**src/hw/ddc_consts.vh**
```
// Constants for the hopping down converter: register offsets, fields, resets.
// Assumes byte addresses on a 32-bit classic Wishbone register bus.
`ifndef DDC_CONSTS_VH
`define DDC_CONSTS_VH

// Register byte offsets.
`define DDC_OFS_CTRL 8'h00
`define DDC_OFS_STATUS 8'h04
`define DDC_OFS_RDIV 8'h08
`define DDC_OFS_FREQ_BASE 8'h10
`define DDC_OFS_PHASE_BASE 8'h30
`define DDC_OFS_LAST 8'h4C

// Control register fields.
`define DDC_CTRL_BYPASS 0
`define DDC_CTRL_SINGLE 1
`define DDC_CTRL_SRC 2
`define DDC_CTRL_SEL_A_LO 4
`define DDC_CTRL_SEL_B_LO 6
`define DDC_CTRL_BIND_A 8
`define DDC_CTRL_BIND_B 9
`define DDC_CTRL_DEC8 10
`define DDC_CTRL_WIDTH 11

// Reset values.
`define DDC_CTRL_RST 11'h000
`define DDC_RDIV_RST 16'h0000
`define DDC_FREQ_RST 32'h00000000
`define DDC_PHASE_RST 16'h0000

// Filter scaling: product magnitude 2^22 reduced to a 15-bit output.
`define DDC_BASE_SHIFT 4'h8
`define DDC_DEC4_LOG 4'h2
`define DDC_DEC8_LOG 4'h3
`define DDC_OUT_MAX 15'h3FFF
`define DDC_OUT_MIN 15'h4000

`endif

```
**src/hw/ddc_nco_hopping_mixer.v**
```verilog
// Two-path digital down converter with four hopping oscillators per path.
// Assumes one sample per clock from both converter cores on i_clk and a
// classic Wishbone master; select pins arrive from outside the clock domain.
//
// Summary of operation
// - Samples go straight to bypass outputs, or through mixing and decimation.
// - Mixer multiplies real sample by cosine and sine of selected oscillator.
// - Low-pass filtering and decimation are one integrate-and-dump operation.
// - In two-channel mode each path takes channel A or B per binding.
// - In single-channel mode only the first path produces output.
// - Precision reduction rounds to nearest, ties going to the even code.
// - Out-of-range results saturate to the limit code, never wrap.
// - Filter keeps full precision inside; rounding happens at its output only.
// - Each oscillator frequency is a 32-bit word per oscillator per path.
// - Each path owns four oscillators with own accumulator, frequency, phase.
// - All accumulators advance every cycle, selected or not.
// - With source bit 1, a hop happens when select pins change; pins are asynchronous.
// - Pin change reaches mixer in roughly 4 to 5 cycles.
// - Source bit 1 selects by pins; 0, the reset default, by register.
// - Select value 00..11 chooses oscillator 0..3; other source ignored.
// - Each oscillator has its own programmable phase offset.
// - With divider zero, frequency is word times 2^-32 times clock.
// - Frequency word wraps modulo 2^32, signed or unsigned view alike.
// - The 16-bit offset is left-aligned and added to the accumulator.
// - Filter outputs carry 15 bits of resolution.
`timescale 1ns/10ps
`include "ddc_consts.vh"

module ddc_nco_hopping_mixer #(
    parameter SAMPLE_W = 12,
    parameter OUT_W = 15
) (
    // Clock and reset.
    input wire i_clk,
    input wire i_arst_n,
    // Wishbone slave.
    input wire i_wb_cyc,
    input wire i_wb_stb,
    input wire i_wb_we,
    input wire [7:0] i_wb_adr,
    input wire [3:0] i_wb_sel,
    input wire [31:0] i_wb_dat,
    output reg [31:0] o_wb_dat,
    output reg o_wb_ack,
    // Converter samples, one per clock.
    input wire [SAMPLE_W-1:0] i_adc_a,
    input wire [SAMPLE_W-1:0] i_adc_b,
    // Oscillator select pins.
    input wire [1:0] i_ddc_a_osc_sel_pins,
    input wire [1:0] i_ddc_b_osc_sel_pins,
    // Bypass outputs.
    output reg [SAMPLE_W-1:0] o_bypass_a,
    output reg [SAMPLE_W-1:0] o_bypass_b,
    output reg o_bypass_valid,
    // Decimated complex outputs.
    output reg [OUT_W-1:0] o_ddc_a_i,
    output reg [OUT_W-1:0] o_ddc_a_q,
    output reg o_ddc_a_valid,
    output reg [OUT_W-1:0] o_ddc_b_i,
    output reg [OUT_W-1:0] o_ddc_b_q,
    output reg o_ddc_b_valid
);

    localparam PROD_W = 2 * SAMPLE_W;
    localparam ACC_W = PROD_W + 3;

    reg [`DDC_CTRL_WIDTH-1:0] ctrl_q;
    reg [15:0] rdiv_q;
    reg [31:0] freq_q [0:7];
    reg [15:0] phase_q [0:7];
    reg [31:0] accum_q [0:7];
    reg [3:0] pin_meta_q;
    reg [3:0] pin_sync_q;
    reg [1:0] sel_q [0:1];
    reg signed [SAMPLE_W-1:0] smp_q [0:1];
    reg [31:0] ph_q [0:1];
    reg signed [SAMPLE_W-1:0] mix_smp_q [0:1];
    reg signed [SAMPLE_W-1:0] cos_q [0:1];
    reg signed [SAMPLE_W-1:0] sin_q [0:1];
    reg signed [ACC_W-1:0] acc_i_q [0:1];
    reg signed [ACC_W-1:0] acc_q_q [0:1];
    reg [2:0] dec_cnt_q [0:1];
    reg [31:0] rd_d;
    reg [7:0] idx;
    integer k;

    wire req = i_wb_cyc & i_wb_stb & ~o_wb_ack;
    wire dec8 = ctrl_q[`DDC_CTRL_DEC8];
    wire [2:0] dec_last = dec8 ? 3'h7 : 3'h3;
    wire [3:0] out_shift = `DDC_BASE_SHIFT + (dec8 ? `DDC_DEC8_LOG : `DDC_DEC4_LOG);

    // Quarter-wave sine, nine points from 0 to 90 degrees, full scale 2047.
    function [11:0] quarter;
        input [3:0] i;
        begin
            case (i)
                4'h0: quarter = 12'h000;
                4'h1: quarter = 12'h18F;
                4'h2: quarter = 12'h30F;
                4'h3: quarter = 12'h471;
                4'h4: quarter = 12'h5A7;
                4'h5: quarter = 12'h6A6;
                4'h6: quarter = 12'h763;
                4'h7: quarter = 12'h7D8;
                default: quarter = 12'h7FF;
            endcase
        end
    endfunction

    // Sine of the top five phase bits; coarse, but phase-continuous.
    function signed [11:0] sine;
        input [4:0] p;
        reg [11:0] m;
        begin
            m = quarter(p[3] ? (4'h8 - {1'b0, p[2:0]}) : {1'b0, p[2:0]});
            if (p[3] && p[2:0] == 3'h0)
                m = quarter(4'h8);
            sine = p[4] ? (12'h000 - m) : m;
        end
    endfunction

    // Shift right with round-half-to-even, then clamp to the output range.
    function [OUT_W-1:0] round_sat;
        input signed [ACC_W-1:0] v;
        input [3:0] sh;
        reg signed [ACC_W-1:0] fl;
        reg [ACC_W-1:0] mask;
        reg [ACC_W-1:0] frac;
        reg [ACC_W-1:0] half;
        begin
            fl = v >>> sh;
            mask = ({ACC_W{1'b1}} << sh) ^ {ACC_W{1'b1}};
            frac = v & mask;
            half = {{(ACC_W-1){1'b0}}, 1'b1} << (sh - 4'h1);
            if (frac > half || (frac == half && fl[0]))
                fl = fl + 1;
            if (fl > $signed({{(ACC_W-OUT_W){1'b0}}, `DDC_OUT_MAX}))
                round_sat = `DDC_OUT_MAX;
            else if (fl < -$signed({{(ACC_W-OUT_W){1'b0}}, `DDC_OUT_MAX}) - 1)
                round_sat = `DDC_OUT_MIN;
            else
                round_sat = fl[OUT_W-1:0];
        end
    endfunction

    // Register access: one wait-free answer the cycle after the request.
    always @* begin
        idx = (i_wb_adr - `DDC_OFS_FREQ_BASE) >> 2;
        rd_d = 32'h00000000;
        if (i_wb_adr == `DDC_OFS_CTRL)
            rd_d = {21'h000000, ctrl_q};
        else if (i_wb_adr == `DDC_OFS_STATUS)
            rd_d = {24'h000000, pin_sync_q, sel_q[1], sel_q[0]};
        else if (i_wb_adr == `DDC_OFS_RDIV)
            rd_d = {16'h0000, rdiv_q};
        else if (i_wb_adr >= `DDC_OFS_FREQ_BASE && i_wb_adr < `DDC_OFS_PHASE_BASE)
            rd_d = freq_q[idx[2:0]];
        else if (i_wb_adr >= `DDC_OFS_PHASE_BASE && i_wb_adr <= `DDC_OFS_LAST)
            rd_d = {16'h0000, phase_q[idx[2:0]]};
    end

    always @(posedge i_clk or negedge i_arst_n) begin
        if (!i_arst_n) begin
            o_wb_ack <= 1'b0;
            o_wb_dat <= 32'h00000000;
            ctrl_q <= `DDC_CTRL_RST;
            rdiv_q <= `DDC_RDIV_RST;
            for (k = 0; k < 8; k = k + 1) begin
                freq_q[k] <= `DDC_FREQ_RST;
                phase_q[k] <= `DDC_PHASE_RST;
            end
        end else begin
            o_wb_ack <= req;
            o_wb_dat <= req ? rd_d : 32'h00000000;
            if (req && i_wb_we) begin
                if (i_wb_adr == `DDC_OFS_CTRL) begin
                    if (i_wb_sel[0])
                        ctrl_q[7:0] <= i_wb_dat[7:0];
                    if (i_wb_sel[1])
                        ctrl_q[10:8] <= i_wb_dat[10:8];
                end else if (i_wb_adr == `DDC_OFS_RDIV) begin
                    if (i_wb_sel[0])
                        rdiv_q[7:0] <= i_wb_dat[7:0];
                    if (i_wb_sel[1])
                        rdiv_q[15:8] <= i_wb_dat[15:8];
                end else if (i_wb_adr >= `DDC_OFS_FREQ_BASE &&
                             i_wb_adr < `DDC_OFS_PHASE_BASE) begin
                    for (k = 0; k < 4; k = k + 1)
                        if (i_wb_sel[k])
                            freq_q[idx[2:0]][8*k +: 8] <= i_wb_dat[8*k +: 8];
                end else if (i_wb_adr >= `DDC_OFS_PHASE_BASE &&
                             i_wb_adr <= `DDC_OFS_LAST) begin
                    if (i_wb_sel[0])
                        phase_q[idx[2:0]][7:0] <= i_wb_dat[7:0];
                    if (i_wb_sel[1])
                        phase_q[idx[2:0]][15:8] <= i_wb_dat[15:8];
                end
            end
        end
    end

    // Free-running accumulators; a hop never resets them, so the phase of an
    // oscillator picks up where it would have been had it stayed selected.
    // The divider value is held for software only; every setting steps in
    // basic mode, which leaves fractional-step frequencies to software.
    always @(posedge i_clk or negedge i_arst_n) begin
        if (!i_arst_n) begin
            for (k = 0; k < 8; k = k + 1)
                accum_q[k] <= 32'h00000000;
        end else begin
            for (k = 0; k < 8; k = k + 1)
                accum_q[k] <= accum_q[k] + freq_q[k];
        end
    end

    // Pins are asynchronous, so a hop lands on whichever sample follows the
    // synchroniser; software needing sample-exact hops must use the register.
    always @(posedge i_clk or negedge i_arst_n) begin
        if (!i_arst_n) begin
            pin_meta_q <= 4'h0;
            pin_sync_q <= 4'h0;
        end else begin
            pin_meta_q <= {i_ddc_b_osc_sel_pins, i_ddc_a_osc_sel_pins};
            pin_sync_q <= pin_meta_q;
        end
    end

    // Selection, input binding and phase with offset, then lookup and mix.
    always @(posedge i_clk or negedge i_arst_n) begin
        if (!i_arst_n) begin
            for (k = 0; k < 2; k = k + 1) begin
                sel_q[k] <= 2'h0;
                smp_q[k] <= {SAMPLE_W{1'b0}};
                ph_q[k] <= 32'h00000000;
                mix_smp_q[k] <= {SAMPLE_W{1'b0}};
                cos_q[k] <= {SAMPLE_W{1'b0}};
                sin_q[k] <= {SAMPLE_W{1'b0}};
            end
        end else begin
            if (ctrl_q[`DDC_CTRL_SRC]) begin
                sel_q[0] <= pin_sync_q[1:0];
                sel_q[1] <= pin_sync_q[3:2];
            end else begin
                sel_q[0] <= ctrl_q[`DDC_CTRL_SEL_A_LO +: 2];
                sel_q[1] <= ctrl_q[`DDC_CTRL_SEL_B_LO +: 2];
            end
            smp_q[0] <= ctrl_q[`DDC_CTRL_BIND_A] ? i_adc_b : i_adc_a;
            smp_q[1] <= ctrl_q[`DDC_CTRL_BIND_B] ? i_adc_b : i_adc_a;
            for (k = 0; k < 2; k = k + 1) begin
                ph_q[k] <= accum_q[{k[0], sel_q[k]}] +
                           {phase_q[{k[0], sel_q[k]}], 16'h0000};
                mix_smp_q[k] <= smp_q[k];
                cos_q[k] <= sine(ph_q[k][31:27] + 5'h08);
                sin_q[k] <= sine(ph_q[k][31:27]);
            end
        end
    end

    // Combined low-pass and decimation: sum of D products, dumped each D.
    always @(posedge i_clk or negedge i_arst_n) begin
        if (!i_arst_n) begin
            for (k = 0; k < 2; k = k + 1) begin
                acc_i_q[k] <= {ACC_W{1'b0}};
                acc_q_q[k] <= {ACC_W{1'b0}};
                dec_cnt_q[k] <= 3'h0;
            end
            o_ddc_a_i <= {OUT_W{1'b0}};
            o_ddc_a_q <= {OUT_W{1'b0}};
            o_ddc_a_valid <= 1'b0;
            o_ddc_b_i <= {OUT_W{1'b0}};
            o_ddc_b_q <= {OUT_W{1'b0}};
            o_ddc_b_valid <= 1'b0;
        end else begin
            for (k = 0; k < 2; k = k + 1) begin
                dec_cnt_q[k] <= (dec_cnt_q[k] >= dec_last) ? 3'h0 : dec_cnt_q[k] + 3'h1;
                if (dec_cnt_q[k] >= dec_last) begin
                    acc_i_q[k] <= mix_smp_q[k] * cos_q[k];
                    acc_q_q[k] <= mix_smp_q[k] * sin_q[k];
                end else begin
                    acc_i_q[k] <= acc_i_q[k] + mix_smp_q[k] * cos_q[k];
                    acc_q_q[k] <= acc_q_q[k] + mix_smp_q[k] * sin_q[k];
                end
            end
            o_ddc_a_valid <= ~ctrl_q[`DDC_CTRL_BYPASS] && dec_cnt_q[0] >= dec_last;
            if (~ctrl_q[`DDC_CTRL_BYPASS] && dec_cnt_q[0] >= dec_last) begin
                o_ddc_a_i <= round_sat(acc_i_q[0], out_shift);
                o_ddc_a_q <= round_sat(acc_q_q[0], out_shift);
            end
            // The second path is dead in single-channel mode.
            o_ddc_b_valid <= ~ctrl_q[`DDC_CTRL_BYPASS] && ~ctrl_q[`DDC_CTRL_SINGLE] &&
                             dec_cnt_q[1] >= dec_last;
            if (~ctrl_q[`DDC_CTRL_BYPASS] && ~ctrl_q[`DDC_CTRL_SINGLE] &&
                dec_cnt_q[1] >= dec_last) begin
                o_ddc_b_i <= round_sat(acc_i_q[1], out_shift);
                o_ddc_b_q <= round_sat(acc_q_q[1], out_shift);
            end
        end
    end

    // Bypass path carries raw real samples at the full sample rate.
    always @(posedge i_clk or negedge i_arst_n) begin
        if (!i_arst_n) begin
            o_bypass_a <= {SAMPLE_W{1'b0}};
            o_bypass_b <= {SAMPLE_W{1'b0}};
            o_bypass_valid <= 1'b0;
        end else begin
            o_bypass_a <= i_adc_a;
            o_bypass_b <= i_adc_b;
            o_bypass_valid <= ctrl_q[`DDC_CTRL_BYPASS];
        end
    end

    // Software owns resynchronisation after a frequency change; writes here
    // simply change the step, so phase relative to other parts drifts.

endmodule

```
**config.mk**
```make
export PLATFORM = sky130hd
export DESIGN_NAME = ddc_nco_hopping_mixer
export DESIGN_NICKNAME = d
export VERILOG_FILES = /design/src/hw/ddc_nco_hopping_mixer.v
export VERILOG_INCLUDE_DIRS = /design/src /design/src/hw
export SDC_FILE = /design/constraint.sdc
export NUM_CORES = 2
export LEC_CHECK = 0
export BUFFER_PORTS_ARGS = -buffer_cell sky130_fd_sc_hd__buf_2
export CORE_MARGIN = 2
export CORE_UTILIZATION = 45
export CTS_CLUSTER_DIAMETER = 120
export DETAILED_ROUTE_END_ITERATION = 6
export PLACE_DENSITY = 0.63
export SLEW_MARGIN = 20
export SYNTH_ARGS = -nofsm -noshare
export SYNTH_HDL_FRONTEND = slang
export SYNTH_SLANG_ARGS = --single-unit
```
**constraint.sdc**
```tcl
create_clock -name i_clk -period 7.7 [get_ports i_clk]
set_input_delay 0.385 -clock i_clk [delete_from_list [all_inputs] [get_ports i_clk]]
set_output_delay 0.385 -clock i_clk [all_outputs]
set_load 0.01 [all_outputs]
```
==> impl_metrics.json <==
{
  "synth-seq-cells": 1019,
  "cts_root_buf": "clkbuf_16",
  "synthDistinctLibCells": 96,
  "global_route.overflow_total": 0,
  "postSynth.asyncResetShare_pct": 100,
  "met3RoutedLength_um": 10700,
  "post_synth_inst_count": 7993,
  "detail-route-antenna-nets": 0,
  "numCtsBuffers": 117,
  "synth_compound_gate_area_share_pct": 11.3,
  "final_area_mm2": 0.0903,
  "place.gp.congestion": 0.910,
  "route.detailed.drc": 0,
  "timing.critical_path.max_delay_family": "adder cells",
  "min_path_cells": 3,
  "ctsHtreeMaxLevel": 3,
  "area_added_between_synthesis_and_finish_pct": 10.4,
  "criticalPathCategory": "reg -> reg",
  "fin_crit_sh_pct": 95.3,
  "floorplan_core_area_mm2": 0.181,
  "antenna_found_initial": 13,
  "synth.avg_cell_area_um2": 10.2,
  "r2r.worst_path.cells": 26,
  "clock_path_buffers": 3,
  "wl_final_um": 213000,
  "post-route-min-period_ns": 7.34,
  "clock_sinks": 1019,
  "grt_pass1_wl_um": 339000,
  "buffers_and_inverters_on_the_worst_path": 3,
  "placementRows": 156,
  "met1_length_um": 92600,
  "finalNetCount": 9464,
  "post-place-cells": 10400,
  "synth_top_family_by_area": "adder cells",
  "timing.max_slew.rel_slack_pct": 26.7,
  "synth-adder-area-share_pct": 23.5,
  "placement.io_buffers": 196,
  "routed-wl-met2_um": 102000,
  "grt_start_max_net_pins": 183,
  "run_status": "finished clean",
  "preCtsSetupSlack_ns": 0.136,
  "regToRegSetupSlack_ns": 0.36,
  "tightestPinTransition_ns": 1.10,
  "synth_xor_area_share_pct": 5.65,
  "seq_area_frac_synth_pct": 31.2,
  "number_of_stages_on_the_worst_setup_path": 26,
  "synth_edf_count": 0,
  "cp_data_required_time_ns": 8.30,
  "final_layout_size_suffix_gt1_share_pct": 14.9,
  "postSynth.topFlopCell": "dfrtp_1",
  "via_per_inst": 5.58,
  "detail_route.wl_per_cell_um": 19.9,
  "report.final.slew_viol_count": 0,
  "synth.area.mux_share_pct": 11.8,
  "dpl.hpwl_um": 165000,
  "finalHoldWorstSlack_ns": 0.162,
  "most_common_library_cell_in_the_layout_ignoring_fill_and_taps": "dfrtp_1",
  "floorplan.die.width_um": 430,
  "clk-insertion-delay-late_ns": 0.81,
  "max_cap_viol_count": 0,
  "hold_path_startpoint": "i_wb_dat[10]",
  "synth.cell_area_mm2": 0.0818,
  "maximum_fanout_along_the_worst_path": 7,
  "critical_path.slowest_cell": "fa_1",
  "detailedRoute.firstPassIterationCount": 6,
  "floorplan.initialDensity_pct": 45.3,
  "dr_total_vias": 59500,
  "arrival_time_at_the_worst_endpoint_ns": 7.94,
  "top_level_ports": 197,
  "finalNonFillerCells": 10700,
  "synth_nets": 9266,
  "critPathMaxStageDelay_ns": 0.54,
  "timing.final.setup_violations": 0,
  "grt_pass1_vias": 60700,
  "route.top_layer_used": "met5",
  "max_freq_mhz": 136,
  "cp-start-kind": "flop",
  "synthSimpleGateAreaFrac_pct": 11.5,
  "worst_r2r_endpoint": "acc_q_q[25]$_DFF_PN0_",
  "dpl-instance-area_mm2": 0.0856,
  "worst_setup_hold_path_clk_slew_ns": 0.06,
  "detail_route.iter0.violations": 4218,
  "yosys_warnings": 0,
  "grt_util_all_layers_pct": 23.0,
  "vert_die_dim_um": 430,
  "layout.cells.most_common_list": "dfrtp_1 (995), inv_1 (816), nand2_1 (775), ha_1 (632), fa_1 (564)",
  "hold_path.class": "in -> reg",
  "worst_case_clock_skew_ns": 0.0943,
  "worst_hold_path.endpoint": "ctrl_q[10]$_DFFE_PN0P_",
  "worstSetupEndpointType": "flop",
  "die_area_mm2": 0.185,
  "reg2reg_from": "sin_q[4]$_DFF_PN0_",
  "hold_viol_final": 0,
  "tritoncts": "built",
  "final_critical_path_setup_slack_ns": 0.360,
  "worst_path_most_repeated_cell": "fa_1"
}
==> sequential cells by signal (all words and copies together) (netlist names), 32 cells and up <==
name / count
acc_i_q: 54
acc_q_q: 54
accum_q: 256
freq_q: 256
o_wb_dat: 32
phase_q: 128
==> worst max path at each step <==
stage                                 from  slack (ns)               endpoint
floorplan           mix_smp_q[3]$_DFF_PN0_        0.46  acc_q_q[25]$_DFF_PN0_
global placement    mix_smp_q[3]$_DFF_PN0_        0.19  acc_q_q[25]$_DFF_PN0_
detailed placement      sin_q[2]$_DFF_PN0_        0.14  acc_q_q[25]$_DFF_PN0_
CTS                     sin_q[2]$_DFF_PN0_        0.07  acc_q_q[25]$_DFF_PN0_
global route        mix_smp_q[4]$_DFF_PN0_       -0.07  acc_q_q[26]$_DFF_PN0_
finish                  sin_q[4]$_DFF_PN0_        0.36  acc_q_q[25]$_DFF_PN0_
==> metrics by stage <==
stage / util, % / TNS [ns]
2_1_floorplan: - / 0
3_3_place_gp: 47.3 / 0
3_5_place_dp: 47.3 / 0
4_1_cts: 49.9 / 0
5_1_grt: 50.0 / -0.0729
6_report: 50.0 / 0
==> routing by layer <==
metal | global-route usage, % | vias to the layer above
met4 | 7.53 | 2
met3 | 3.02 | 333
met5 | 0 | -
met2 | 38.4 | 1520
met1 | 31.1 | 29800
li1 | - | 27800
==> synth_stat cells, types with 11 or more instances <==
library cell | instances | share of area, %
o21ai_0 | 332 | 2.0
or2_2 | 13 | 0.099
ha_1 | 632 | 9.7
o2111ai_1 | 15 | 0.16
nor3b_1 | 11 | 0.10
nand3b_1 | 11 | 0.10
buf_2 | 14 | 0.086
mux4_2 | 154 | 4.2
a211o_1 | 26 | 0.28
nor2b_1 | 61 | 0.47
o211ai_1 | 22 | 0.20
o21a_1 | 72 | 0.66
nand2_1 | 775 | 3.6
a21o_1 | 179 | 1.6
a31oi_1 | 42 | 0.32
mux2i_1 | 78 | 0.95
xor2_1 | 165 | 1.8
nand3_1 | 125 | 0.76
a221o_1 | 16 | 0.20
a211oi_1 | 52 | 0.48
and3_1 | 51 | 0.39
nand4_1 | 42 | 0.32
a31o_2 | 12 | 0.13
dfrtp_1 | 1019 | 31
o21ai_1 | 11 | 0.067
or3_1 | 26 | 0.20
nand2b_1 | 83 | 0.63
clkbuf_1 | 209 | 0.96
a221oi_1 | 19 | 0.20
a21boi_0 | 14 | 0.13
buf_1 | 36 | 0.17
o22ai_1 | 16 | 0.12
and2_1 | 206 | 1.6
o21bai_1 | 52 | 0.48
nor3_1 | 81 | 0.50
a21oi_1 | 427 | 2.6
o31ai_1 | 26 | 0.24
inv_1 | 817 | 3.7
o31a_1 | 12 | 0.13
nor4_1 | 21 | 0.16
fa_1 | 564 | 14
a2111oi_0 | 18 | 0.19
mux2_2 | 480 | 6.6
nor2_1 | 439 | 2.0
xnor2_1 | 363 | 3.9
==> worst min-delay path: cells and delay by family <==
kind / cells / cell delay (ns)
buffers and inverters: 1 / 0.26
AO/OA/AOI/OAI: 1 / 0.07
AND/OR/NAND/NOR: 1 / 0.11
==> repair_timing <==
item,4_1_cts,5_1_grt
setup buffers,0,3
setup endpoints to repair,0,15
hold buffers,46,0
gates resized for setup,0,35
endpoints found under the hold margin,262,0
==> cell families after synthesis <==
group,after synthesis
mux,712
simple gates,1993
flops,1019
fa+ha+maj,1196
xor+xnor,528
buf+inv,1094
compound gates,1451
==> final cells by class <==
type	count	area, µm²
inverter	823	3090
antenna	10	25.0
clock buffer	170	3480
clock inverter	51	649
tap	2370	2970
multi-input combinational	5880	52200
timing repair buffer	350	2360
fill	16300	90400
sequential	1019	25500
Power is not shown: default switching activity piles up to over one toggle a cycle in this logic, so the estimate is an artifact.
